--- src/shared/flash_burst_pkg.sv ---
// Overview of operation
// - capture at first active edge or le rise
// - first data only after initial latency
// - data drivers on only while oe low
// - advance counter per advance input, latency
// - continuous mode wraps whole array
// - advance high suspends continuous burst
// - misaligned continuous start drives wait low
// - ready timing bit moves wait one earlier
// - new le pulse restarts burst after latency
// - full latency invalid between overlapped bursts
// - oe and advance high suspend burst
// - oe low resumes, advance per input
// - chip enable high aborts, pins float
// - bursts only with read mode select zero
// - transitions on selected active clock edge
// - edge select zero falling, one rising
// - per-word latency two halves data rate
package flash_burst_pkg;
	localparam logic [3:0] CFG_OFFSET = 4'h0;
	localparam logic [3:0] STATUS_OFFSET = 4'h4;
	localparam logic [1:0] RESP_OKAY = 2'b00;
	localparam logic [1:0] RESP_SLVERR = 2'b10;
	// configuration register fields
	localparam int BL_LSB = 0;
	localparam int EDGE_BIT = 6;
	localparam int READY_BIT = 8;
	localparam int YLAT_BIT = 9;
	localparam int XLAT_LSB = 11;
	localparam int MODE_BIT = 15;
	localparam int X32_BIT = 16;
	localparam logic [16:0] CFG_RESET = 17'h08000;
	localparam logic [2:0] BL_4 = 3'h1;
	localparam logic [2:0] BL_8 = 3'h2;
	localparam logic [2:0] BL_16 = 3'h3;
	localparam logic [2:0] BL_CONT = 3'h7;
	localparam logic [3:0] XLAT_BIAS = 4'h5;
	// status register fields
	localparam int ST_ADDR_LSB = 0;
	localparam int ST_STATE_LSB = 24;
	localparam int ST_WAIT_BIT = 26;
	localparam int ST_SUSP_BIT = 27;
	typedef enum logic [1:0] {
		ST_IDLE = 2'b00,
		ST_LATENCY = 2'b01,
		ST_STREAM = 2'b11
	} burst_state_t;
endpackage : flash_burst_pkg

--- src/shared/pin_evt_if.sv ---
interface pin_evt_if;
	logic clk_k;
	logic latch_en_n;
	logic edge_sel;
	logic active_edge;
	logic le_rise;
	modport src (
		input clk_k,
		input latch_en_n,
		input edge_sel,
		output active_edge,
		output le_rise
	);
	modport snk (
		output clk_k,
		output latch_en_n,
		output edge_sel,
		input active_edge,
		input le_rise
	);
endinterface : pin_evt_if

--- src/logic/flash_burst_port.sv ---
module flash_burst_port
	import flash_burst_pkg::*;
#(
	parameter int ADDR_W = 23,
	parameter int DATA_W = 32
) (
	// clock and reset
	input wire logic aclk,
	input wire logic aresetn,
	// axi4-lite write address
	input wire logic [31:0] s_axi_awaddr,
	input wire logic s_axi_awvalid,
	output logic s_axi_awready,
	// axi4-lite write data
	input wire logic [31:0] s_axi_wdata,
	input wire logic [3:0] s_axi_wstrb,
	input wire logic s_axi_wvalid,
	output logic s_axi_wready,
	// axi4-lite write response
	output logic [1:0] s_axi_bresp,
	output logic s_axi_bvalid,
	input wire logic s_axi_bready,
	// axi4-lite read address
	input wire logic [31:0] s_axi_araddr,
	input wire logic s_axi_arvalid,
	output logic s_axi_arready,
	// axi4-lite read data
	output logic [31:0] s_axi_rdata,
	output logic [1:0] s_axi_rresp,
	output logic s_axi_rvalid,
	input wire logic s_axi_rready,
	// flash bus control pins
	input wire logic clk_k,
	input wire logic chip_en_n,
	input wire logic out_en_n,
	input wire logic write_en_n,
	input wire logic latch_en_n,
	input wire logic burst_adv_n,
	input wire logic powerdown_n,
	input wire logic [ADDR_W-1:0] addr,
	// flash data pins and wait indicator
	output logic [DATA_W-1:0] dq_o,
	output logic dq_oe,
	output logic data_ready,
	// array read port
	output logic [ADDR_W-1:0] array_addr,
	input wire logic [DATA_W-1:0] array_rdata
);
	typedef struct packed {
		// configuration
		logic [2:0] burst_len;
		logic edge_sel;
		logic ready_timing;
		logic ylat;
		logic [3:0] xlat;
		logic read_mode;
		logic x32;
		// axi slave
		logic aw_got;
		logic [3:0] aw_addr;
		logic w_got;
		logic [31:0] w_data;
		logic [3:0] w_strb;
		logic bvalid;
		logic [1:0] bresp;
		logic rvalid;
		logic [1:0] rresp;
		logic [31:0] rdata;
		// burst engine
		burst_state_t state;
		logic armed;
		logic [3:0] lcnt;
		logic ycnt;
		logic [ADDR_W-1:0] baddr;
		logic misaligned;
		logic waited;
		logic wait_st;
		logic [DATA_W-1:0] dq;
	} port_regs_t;

	port_regs_t st_ff;
	port_regs_t nxt_st;

	logic act;
	logic le_rise;
	logic sync_en;
	logic capture;
	logic cont;
	logic adv_slot;
	logic need_wait;
	logic [ADDR_W-1:0] next_addr;
	logic [16:0] cfg_word;
	logic [31:0] status_word;
	logic [31:0] merged;
	logic [1:0] page_mask;

	pin_evt_if evt ();

	assign evt.clk_k = clk_k;
	assign evt.latch_en_n = latch_en_n;
	assign evt.edge_sel = st_ff.edge_sel;
	assign act = evt.active_edge;
	assign le_rise = evt.le_rise;

	pin_edge_detect u_edge (
		.aclk(aclk),
		.aresetn(aresetn),
		.evt(evt)
	);

	function automatic logic [3:0] xlat_cycles(input logic [3:0] code);
		xlat_cycles = code + XLAT_BIAS;
	endfunction : xlat_cycles

	// wrap within the burst length, or over the whole array
	function automatic logic [ADDR_W-1:0] wrap_next(
		input logic [ADDR_W-1:0] a,
		input logic [2:0] bl
	);
		logic [ADDR_W-1:0] mask;
		logic [ADDR_W-1:0] inc;
		mask = '0;
		inc = a + 1'b1;
		case (bl)
			BL_4: mask = ADDR_W'(3);
			BL_8: mask = ADDR_W'(7);
			BL_16: mask = ADDR_W'(15);
			default: mask = '1;
		endcase
		wrap_next = (a & ~mask) | (inc & mask);
	endfunction : wrap_next

	function automatic logic [31:0] mask_merge(
		input logic [31:0] old,
		input logic [31:0] wd,
		input logic [3:0] strb
	);
		logic [31:0] r;
		r = old;
		for (int i = 0; i < 4; i++) begin
			if (strb[i]) begin
				r[i*8 +: 8] = wd[i*8 +: 8];
			end
		end
		mask_merge = r;
	endfunction : mask_merge

	assign cfg_word = {st_ff.x32, st_ff.read_mode, st_ff.xlat, 1'b0,
		st_ff.ylat, st_ff.ready_timing, 1'b0, st_ff.edge_sel, 3'h0,
		st_ff.burst_len};
	assign status_word = {4'h0, st_ff.state == ST_STREAM && out_en_n &&
		burst_adv_n, st_ff.wait_st, st_ff.state, 1'b0,
		ADDR_W'(st_ff.baddr)};
	assign merged = mask_merge({15'h0, cfg_word}, st_ff.w_data, st_ff.w_strb);

	// burst gating and address capture
	assign sync_en = ~st_ff.read_mode & powerdown_n;
	assign capture = sync_en & st_ff.armed & ~chip_en_n & write_en_n &
		((act & ~latch_en_n) | le_rise);
	assign cont = st_ff.burst_len == BL_CONT;
	assign page_mask = st_ff.x32 ? 2'h1 : 2'h3;
	assign next_addr = wrap_next(st_ff.baddr, st_ff.burst_len);
	assign adv_slot = act & ~burst_adv_n & ~st_ff.ycnt;
	// one extra word slot at the first page crossing
	assign need_wait = cont & st_ff.misaligned & ~st_ff.waited &
		~st_ff.wait_st & ((next_addr[1:0] & page_mask) == 2'h0);

	always_comb begin
		nxt_st = st_ff;
		// write channel, address and data in either order
		if (s_axi_awvalid && s_axi_awready) begin
			nxt_st.aw_got = 1'b1;
			nxt_st.aw_addr = s_axi_awaddr[3:0];
		end
		if (s_axi_wvalid && s_axi_wready) begin
			nxt_st.w_got = 1'b1;
			nxt_st.w_data = s_axi_wdata;
			nxt_st.w_strb = s_axi_wstrb;
		end
		if (st_ff.aw_got && st_ff.w_got) begin
			nxt_st.aw_got = 1'b0;
			nxt_st.w_got = 1'b0;
			nxt_st.bvalid = 1'b1;
			nxt_st.bresp = RESP_SLVERR;
			if (st_ff.aw_addr == CFG_OFFSET) begin
				nxt_st.bresp = RESP_OKAY;
				nxt_st.burst_len = merged[BL_LSB +: 3];
				nxt_st.edge_sel = merged[EDGE_BIT];
				nxt_st.ready_timing = merged[READY_BIT];
				nxt_st.ylat = merged[YLAT_BIT];
				nxt_st.xlat = merged[XLAT_LSB +: 4];
				nxt_st.read_mode = merged[MODE_BIT];
				nxt_st.x32 = merged[X32_BIT];
			end else if (st_ff.aw_addr == STATUS_OFFSET) begin
				nxt_st.bresp = RESP_OKAY;
			end
		end
		if (st_ff.bvalid && s_axi_bready) begin
			nxt_st.bvalid = 1'b0;
		end
		// read channel
		if (s_axi_arvalid && s_axi_arready) begin
			nxt_st.rvalid = 1'b1;
			nxt_st.rresp = RESP_OKAY;
			case (s_axi_araddr[3:0])
				CFG_OFFSET: nxt_st.rdata = {15'h0, cfg_word};
				STATUS_OFFSET: nxt_st.rdata = status_word;
				default: begin
					nxt_st.rdata = 32'h0;
					nxt_st.rresp = RESP_SLVERR;
				end
			endcase
		end else if (st_ff.rvalid && s_axi_rready) begin
			nxt_st.rvalid = 1'b0;
		end

		// re-arm capture once latch enable is seen high
		if (latch_en_n) begin
			nxt_st.armed = 1'b1;
		end else if (capture) begin
			nxt_st.armed = 1'b0;
		end

		case (st_ff.state)
			ST_IDLE: begin
				nxt_st.wait_st = 1'b0;
			end
			ST_LATENCY: begin
				if (act) begin
					nxt_st.lcnt = st_ff.lcnt - 4'h1;
					if (st_ff.lcnt == 4'h1) begin
						nxt_st.state = ST_STREAM;
						nxt_st.ycnt = 1'b0;
					end
				end
			end
			ST_STREAM: begin
				// advance high freezes everything in place
				if (act && !burst_adv_n && st_ff.ycnt) begin
					nxt_st.ycnt = 1'b0;
				end else if (adv_slot) begin
					nxt_st.ycnt = st_ff.ylat;
					if (need_wait) begin
						nxt_st.wait_st = 1'b1;
						nxt_st.waited = 1'b1;
					end else begin
						nxt_st.wait_st = 1'b0;
						nxt_st.baddr = next_addr;
					end
				end
			end
			default: begin
				nxt_st.state = ST_IDLE;
			end
		endcase

		// new address, also during a running burst
		if (capture) begin
			nxt_st.baddr = addr;
			nxt_st.state = ST_LATENCY;
			nxt_st.lcnt = xlat_cycles(st_ff.xlat);
			nxt_st.misaligned = (addr[1:0] & page_mask) != 2'h0;
			nxt_st.waited = 1'b0;
			nxt_st.wait_st = 1'b0;
		end

		// abort whatever the clock does
		if (chip_en_n || !sync_en) begin
			nxt_st.state = ST_IDLE;
		end

		nxt_st.dq = array_rdata;
	end

	always_ff @(posedge aclk) begin
		if (!aresetn) begin
			st_ff <= '0;
			st_ff.burst_len <= CFG_RESET[BL_LSB +: 3];
			st_ff.edge_sel <= CFG_RESET[EDGE_BIT];
			st_ff.ready_timing <= CFG_RESET[READY_BIT];
			st_ff.ylat <= CFG_RESET[YLAT_BIT];
			st_ff.xlat <= CFG_RESET[XLAT_LSB +: 4];
			st_ff.read_mode <= CFG_RESET[MODE_BIT];
			st_ff.x32 <= CFG_RESET[X32_BIT];
			st_ff.state <= ST_IDLE;
		end else begin
			st_ff <= nxt_st;
		end
	end

	// axi handshakes
	assign s_axi_awready = ~st_ff.aw_got & ~st_ff.bvalid;
	assign s_axi_wready = ~st_ff.w_got & ~st_ff.bvalid;
	assign s_axi_bvalid = st_ff.bvalid;
	assign s_axi_bresp = st_ff.bresp;
	assign s_axi_arready = ~st_ff.rvalid;
	assign s_axi_rvalid = st_ff.rvalid;
	assign s_axi_rdata = st_ff.rdata;
	assign s_axi_rresp = st_ff.rresp;

	// flash side outputs
	assign array_addr = st_ff.baddr;
	assign dq_o = st_ff.dq;
	assign dq_oe = st_ff.state == ST_STREAM && !out_en_n && !chip_en_n &&
		sync_en;
	assign data_ready = ~(st_ff.wait_st | (st_ff.ready_timing &
		(st_ff.state == ST_STREAM) & ~burst_adv_n & ~st_ff.ycnt &
		need_wait));
endmodule : flash_burst_port

--- src/logic/pin_edge_detect.sv ---
module pin_edge_detect
	import flash_burst_pkg::*;
(
	// clock and reset
	input wire logic aclk,
	input wire logic aresetn,
	// pin events
	pin_evt_if.src evt
);
	typedef struct packed {
		logic k;
		logic le_n;
	} edge_regs_t;

	edge_regs_t st_ff;
	edge_regs_t nxt_st;

	always_comb begin
		nxt_st.k = evt.clk_k;
		nxt_st.le_n = evt.latch_en_n;
	end

	always_ff @(posedge aclk) begin
		if (!aresetn) begin
			st_ff <= '{k: 1'b0, le_n: 1'b1};
		end else begin
			st_ff <= nxt_st;
		end
	end

	// selected edge of the flash clock
	assign evt.active_edge = evt.edge_sel ? (evt.clk_k & ~st_ff.k) :
		(~evt.clk_k & st_ff.k);
	assign evt.le_rise = evt.latch_en_n & ~st_ff.le_n;
endmodule : pin_edge_detect

--- config.mk ---
export PLATFORM = sky130hd
export DESIGN_NAME = flash_burst_port
export DESIGN_NICKNAME = d
export VERILOG_FILES = /design/src/shared/flash_burst_pkg.sv /design/src/shared/pin_evt_if.sv /design/src/logic/flash_burst_port.sv /design/src/logic/pin_edge_detect.sv
export SDC_FILE = /design/constraint.sdc
export NUM_CORES = 1
export LEC_CHECK = 0
export BUFFER_PORTS_ARGS = -buffer_cell sky130_fd_sc_hd__buf_2
export CELL_PAD_IN_SITES_DETAIL_PLACEMENT = 1
export CELL_PAD_IN_SITES_GLOBAL_PLACEMENT = 2
export CORE_MARGIN = 5
export CORE_UTILIZATION = 29
export CTS_CLUSTER_SIZE = 8
export DETAILED_ROUTE_END_ITERATION = 10
export GPL_ROUTABILITY_DRIVEN = 1
export GPL_TIMING_DRIVEN = 0
export PLACE_DENSITY_LB_ADDON = 0.1
export SYNTH_ARGS = -nofsm -noshare
export SYNTH_HDL_FRONTEND = slang
export SYNTH_HIERARCHICAL = 1
export SYNTH_SLANG_ARGS = --single-unit
--- constraint.sdc ---
create_clock -name aclk -period 5.64 [get_ports aclk]
set_input_delay 0.282 -clock aclk [delete_from_list [all_inputs] [get_ports aclk]]
set_output_delay 0.282 -clock aclk [all_outputs]
set_load 0.05 [all_outputs]
==> After elaboration in Yosys (flattened, before gate mapping) <==
Index checks and enable logic that the tools add are counted.
{ "totals": {"regBits": 144, "in_bits": 169, "out_inout_bits": 98, "elab_cells": 178} }
{ "classes": {"add_sub_neg": 3, "eq_ne": 19, "mux": 32, "bitwise_logic": 47, "reduce_logical": 48} }
{ "op_table": {"columns": ["operator", "n"], "rows": [
  ["2-to-1 mux 23 bit", 3],
  ["case mux 23 bit (3 select lines)", 1],
  ["case mux 28 bit (2 select lines)", 1],
  ["bitwise AND 23 bit", 2],
  ["2-to-1 mux 26 bit", 1],
  ["2-to-1 mux 24 bit", 1],
  ["adder 23 x 1 -> 23 bit (second input constant)", 1],
  ["NOT 23 bit", 1],
  ["OR 23 bit", 1],
  ["bitwise AND 1 bit", 21],
  ["NOT 1 bit", 18],
  ["AND reduction 3 bit", 6],
  ["nonzero test 2 bit", 9],
  ["2-to-1 mux 2 bit", 8],
  ["logical AND 1 bit", 13],
  ["inequality test 2 bit (second input constant)", 6],
  ["AND reduction 4 bit", 3],
  ["OR reduction 2 bit", 6],
  ["2-to-1 mux 1 bit", 11],
  ["equality test 4 x 3 -> 1 bit (second input constant)", 2],
  ["zero test 4 bit", 2],
  ["2-to-1 mux 4 bit", 2],
  ["equality test 3 x 2 -> 1 bit (second input constant)", 2],
  ["inequality test 3 bit (second input constant)", 2],
  ["19 further kinds", 26]
]} }

==> Longest topological paths before layout <==
{ "depth": {"depth_word": 13, "ltp_mapped": 8} }

==> Cells and area by module <==
Netlist, hierarchy kept.
{ "modules_own_cells": {"columns": ["module", "instances", "cells_per_inst", "area_each_um2", "seq_area_each_um2"], "rows": [
  ["flash_burst_port", 1, 687, 6028.3, 2602.5],
  ["pin_edge_detect", 1, 8, 81.3, 40.0]
]} }

==> Worst setup path before layout <==
OpenSTA, ideal clock, no wires.
{ "synth_path": {"path_kind": "register -> output", "from": "reg st_ff, in the netlist array_addr[0]", "to": "out data_ready", "arrival_time_ps": 1938, "required_ps": 5358, "slack_ps": 3420, "stages_incl_launch_ff": 6, "cell_sequence": "dfxtp_1 > ha_1 > nand2b_1 > and3_4 > buf_4 > a31oi_1"} }
{ "synth_between": {"elab_chain_cells": 9, "word_cells_on_any_way": 10} }
{ "synth_lines": {"columns": ["element", "line_no", "rtl"], "rows": [
  ["start, declared", "flash_burst_port.sv:81", "port_regs_t st_ff;"],
  ["start signal, assigned", "flash_burst_port.sv:287", "st_ff <= nxt_st;"],
  ["adder 23 x 1 -> 23 bit", "flash_burst_port.sv:123", "inc = a + 1'b1;"],
  ["bitwise AND 23 bit", "flash_burst_port.sv:130", "wrap_next = (a & ~mask) | (inc & mask);"],
  ["OR 23 bit *", "flash_burst_port.sv:130", null],
  ["bitwise AND 2 bit *", "flash_burst_port.sv:166", "~st_ff.wait_st & ((next_addr[1:0] & page_mask) == 2'h0);"],
  ["zero test 2 bit *", "flash_burst_port.sv:166", null],
  ["bitwise AND 1 bit *", "flash_burst_port.sv:166", null],
  ["bitwise AND 1 bit *", "flash_burst_port.sv:307", "(st_ff.state == ST_STREAM) & ~burst_adv_n & ~st_ff.ycnt &"],
  ["OR 1 bit *", "flash_burst_port.sv:306", "assign data_ready = ~(st_ff.wait_st | (st_ff.ready_timing &"],
  ["NOT 1 bit *", "flash_burst_port.sv:306", null],
  ["end, declared", "flash_burst_port.sv:44", "output logic data_ready,"]
]} }
Every way passes the cells marked *; elsewhere a longest branch is shown, timed or not.

==> flow_summary.yaml <==
synthesis:
  synthFlopType: "dfxtp_1"
  async_flop_share_pct: 0
  syn_inst: 695
  yosys.cell_types.count: 56
  ys_seq_area_share_pct: 43.3
  ys_ff_latch: 132
  netlist_area_um2: 6110
  synth.avg_cell_area_um2: 8.79
  yosysWarnings: 6
  synth_edf_count: 0
critical_path:
  start_kind: "flip-flop"
  slowest_stage: "o2111ai_1"
  crit_path_end_kind: "flip-flop"
  crit_chain: "nand2b_1 -> o21ai_2 -> nor2b_1 -> o2111ai_1 -> clkbuf_1 -> o21ai_0 -> a21oi_1"
  r2r_slack_ns: 3.06
  setup.worst_path.start: "evt.edge_sel$_SDFFE_PN0P_"
  cp_max_fo: 10
  r2r-start: "evt.edge_sel$_SDFFE_PN0P_"
  crit_arrival_ns: 2.93
  cp_data_required_time_ns: 6.00
  cp_slowest_stage_delay_ns: 0.80
  worstSetupPathType: "reg -> reg"
  ff2ff_path_depth: 7
floorplan:
  dieArea_um2: 24100
  pin_count: 267
  die_x_um: 155
  core.rowCount: 53
  initial_core_util_pct: 29.2
  core_um2: 20900
  die_y_um: 155
detailed_routing:
  ant_nets: 0
  drtIter0Drc: 148
  vias_per_cell: 4.49
  wl_per_cell_um: 16.5
  finalWirelength_mm: 19.7
  drt-pass1-iter-count: 4
  drc: 0
  num_vias: 5338
clock_tree:
  cts_buffers: 17
  cts.sinks: 132
  htree_levels: 4
  cts-hold-fix-buffers: 0
  cts_buffer_depth: 2
  cts_tree: "done"
  postCtsSetupRepairBufs: 0
  insertion_delay_ns: 0.42
  cts_resized: 0
  clk_pin_slew_worst_paths_ns: 0.06
  cts-root-buf: "clkbuf_16"
sta:
  slew_violations: 0
  max_freq_mhz: 388
  rsz0062_at_grt: "no"
  worst_slew_pin_slew_ns: 1.01
  slew_headroom_pct: 32.9
  finalCriticalPeriod_ns: 2.58
  hold_viol_final: 0
  finClkSkew_ns: 0.00592
  fin_crit_sh_pct: 45.7
  fin_tns_setup_ns: 0
  setup_viol: 0
power_and_ir_drop:
  swShare_pct: 25.5
  combPwrFrac_pct: 9.8
  switchingPower_w: 0.000586
  pwr-share-seq_pct: 42.3
  p_leak_nw: 3.51
  ir_drop_mv: 0.192
  total_power_w: 0.00230
  internal_power_w: 0.00171
  pwr-share-clk_pct: 47.9
  cellPowerDensity_nw_per_um2: 288
global_route:
  grt-ovfl-total: 0
  grt_pass1_vias: 5849
  antenna_found_initial: 1
  grt_usage_pct: 16.6
  grt_pass1_wl_mm: 31.1
  grt_start_max_net_pins: 17
min_path:
  hold_depth: 2
  min_path_type: "in -> reg"
  min_from: "array_rdata[4]"
final_layout:
  areaGrowthSynthToFinish_pct: 30.4
  layout.cells.most_common: "buf_2"
  final_cell_area_um2: 7970
  layout_common_cells: "buf_2, dfxtp_1, buf_4, nand2_1, a21oi_1"
  stdcell_count: 1188
  fin_nets: 1077
  drive_above_1_share_pct: 36.1
  diodes: 0
place:
  placedInstanceArea_um2: 7380
  numPortBuffers: 181
  dp.cells: 1157
  detailed_place_hpwl_mm: 15.3
  place_congestion: 0.740
job:
  max_cap_violations: 0
outcome:
  status: "finished, final reports clean"
-- final cells by class --
class	instances	area, um2
Timing Repair Buffer	181	906
Fill cell	2541	12900
Tap cell	275	344
Multi-Input combinational cell	427	2590
Clock buffer	20	457
Buffer	129	852
Sequential cell	132	2640
Inverter	13	48.8
Clock inverter	11	129
-- worst max-delay path, delay by kind of cell (launching register included) --
family	cells	cell delay, ns
flip-flops	1	0.41
AND/OR/NAND/NOR	2	0.32
buffers and inverters	1	0.56
AO/OA/AOI/OAI	4	1.21
-- through the flow --
stage | hold slack (ns) | setup WS (ns) | util (%)
floorplan | 0.355 | 3.42 | -
global route | 0.0502 | 2.84 | 38.1
global placement | 0.431 | 3.07 | 35.3
finish | 0.0677 | 3.06 | 38.1
detailed placement | 0.437 | 3.01 | 35.3
CTS | 0.0453 | 2.99 | 38.1
-- metal layers --
layer / vias to the layer above / track usage [%] / part of all wire (%)
met3: 18 / 3.12 / 3.4
met2: 96 / 30.9 / 53
li1: 2658 / - / -
met1: 2564 / 19.1 / 42
met4: 2 / 5.13 / 1.2
met5: - / 0 / 0.066
-- power by group through the flow --
stage / logic, W / clock network, W / registers, W
2_1_floorplan: 0.000152 / 0 / 0.000991
3_3_place_gp: 0.000225 / 0 / 0.000991
3_5_place_dp: 0.000228 / 0 / 0.000992
4_1_cts: 0.000229 / 0.00114 / 0.000971
5_1_grt: 0.000246 / 0.00117 / 0.000974
6_report: 0.000225 / 0.00110 / 0.000971
-- worst min path at each step --
stage	end	slack, ns
4_1_cts	dq_o[4]$_SDFF_PN0_	0.05
3_3_place_gp	st_ff[33]$_SDFFE_PP0P_	0.43
3_5_place_dp	st_ff[33]$_SDFFE_PP0P_	0.44
5_1_grt	dq_o[10]$_SDFF_PN0_	0.05
6_report	dq_o[4]$_SDFF_PN0_	0.07
2_1_floorplan	u_edge/st_ff[0]$_SDFF_PN1_	0.36
-- kinds of logic after synthesis --
kind of cell    Yosys count  share of synthesized area [%]
compound gates          119                           11.3
xor+xnor                 27                           3.87
mux                      20                           3.30
fa+ha+maj                 7                           1.43
flops                   132                           43.3
simple gates            247                           22.1
other cells               1                         0.0614
buf+inv                 142                           14.7
-- synth_stat cells (all sizes together), types with 13 or more instances --
master  instances  share of area, %
clkbuf         31               1.9
mux2i          19               3.1
nand3          19               1.6
and2           39               4.0
dfxtp         132                43
nand2          68               4.2
nor4           14               2.4
buf            98                12
xnor2          24               3.4
o21ai          24               2.2
inv            13              0.80
a21oi          64               5.2
a22oi          14               1.7
nor2           58               3.6
(Power assumes the default switching activity.)
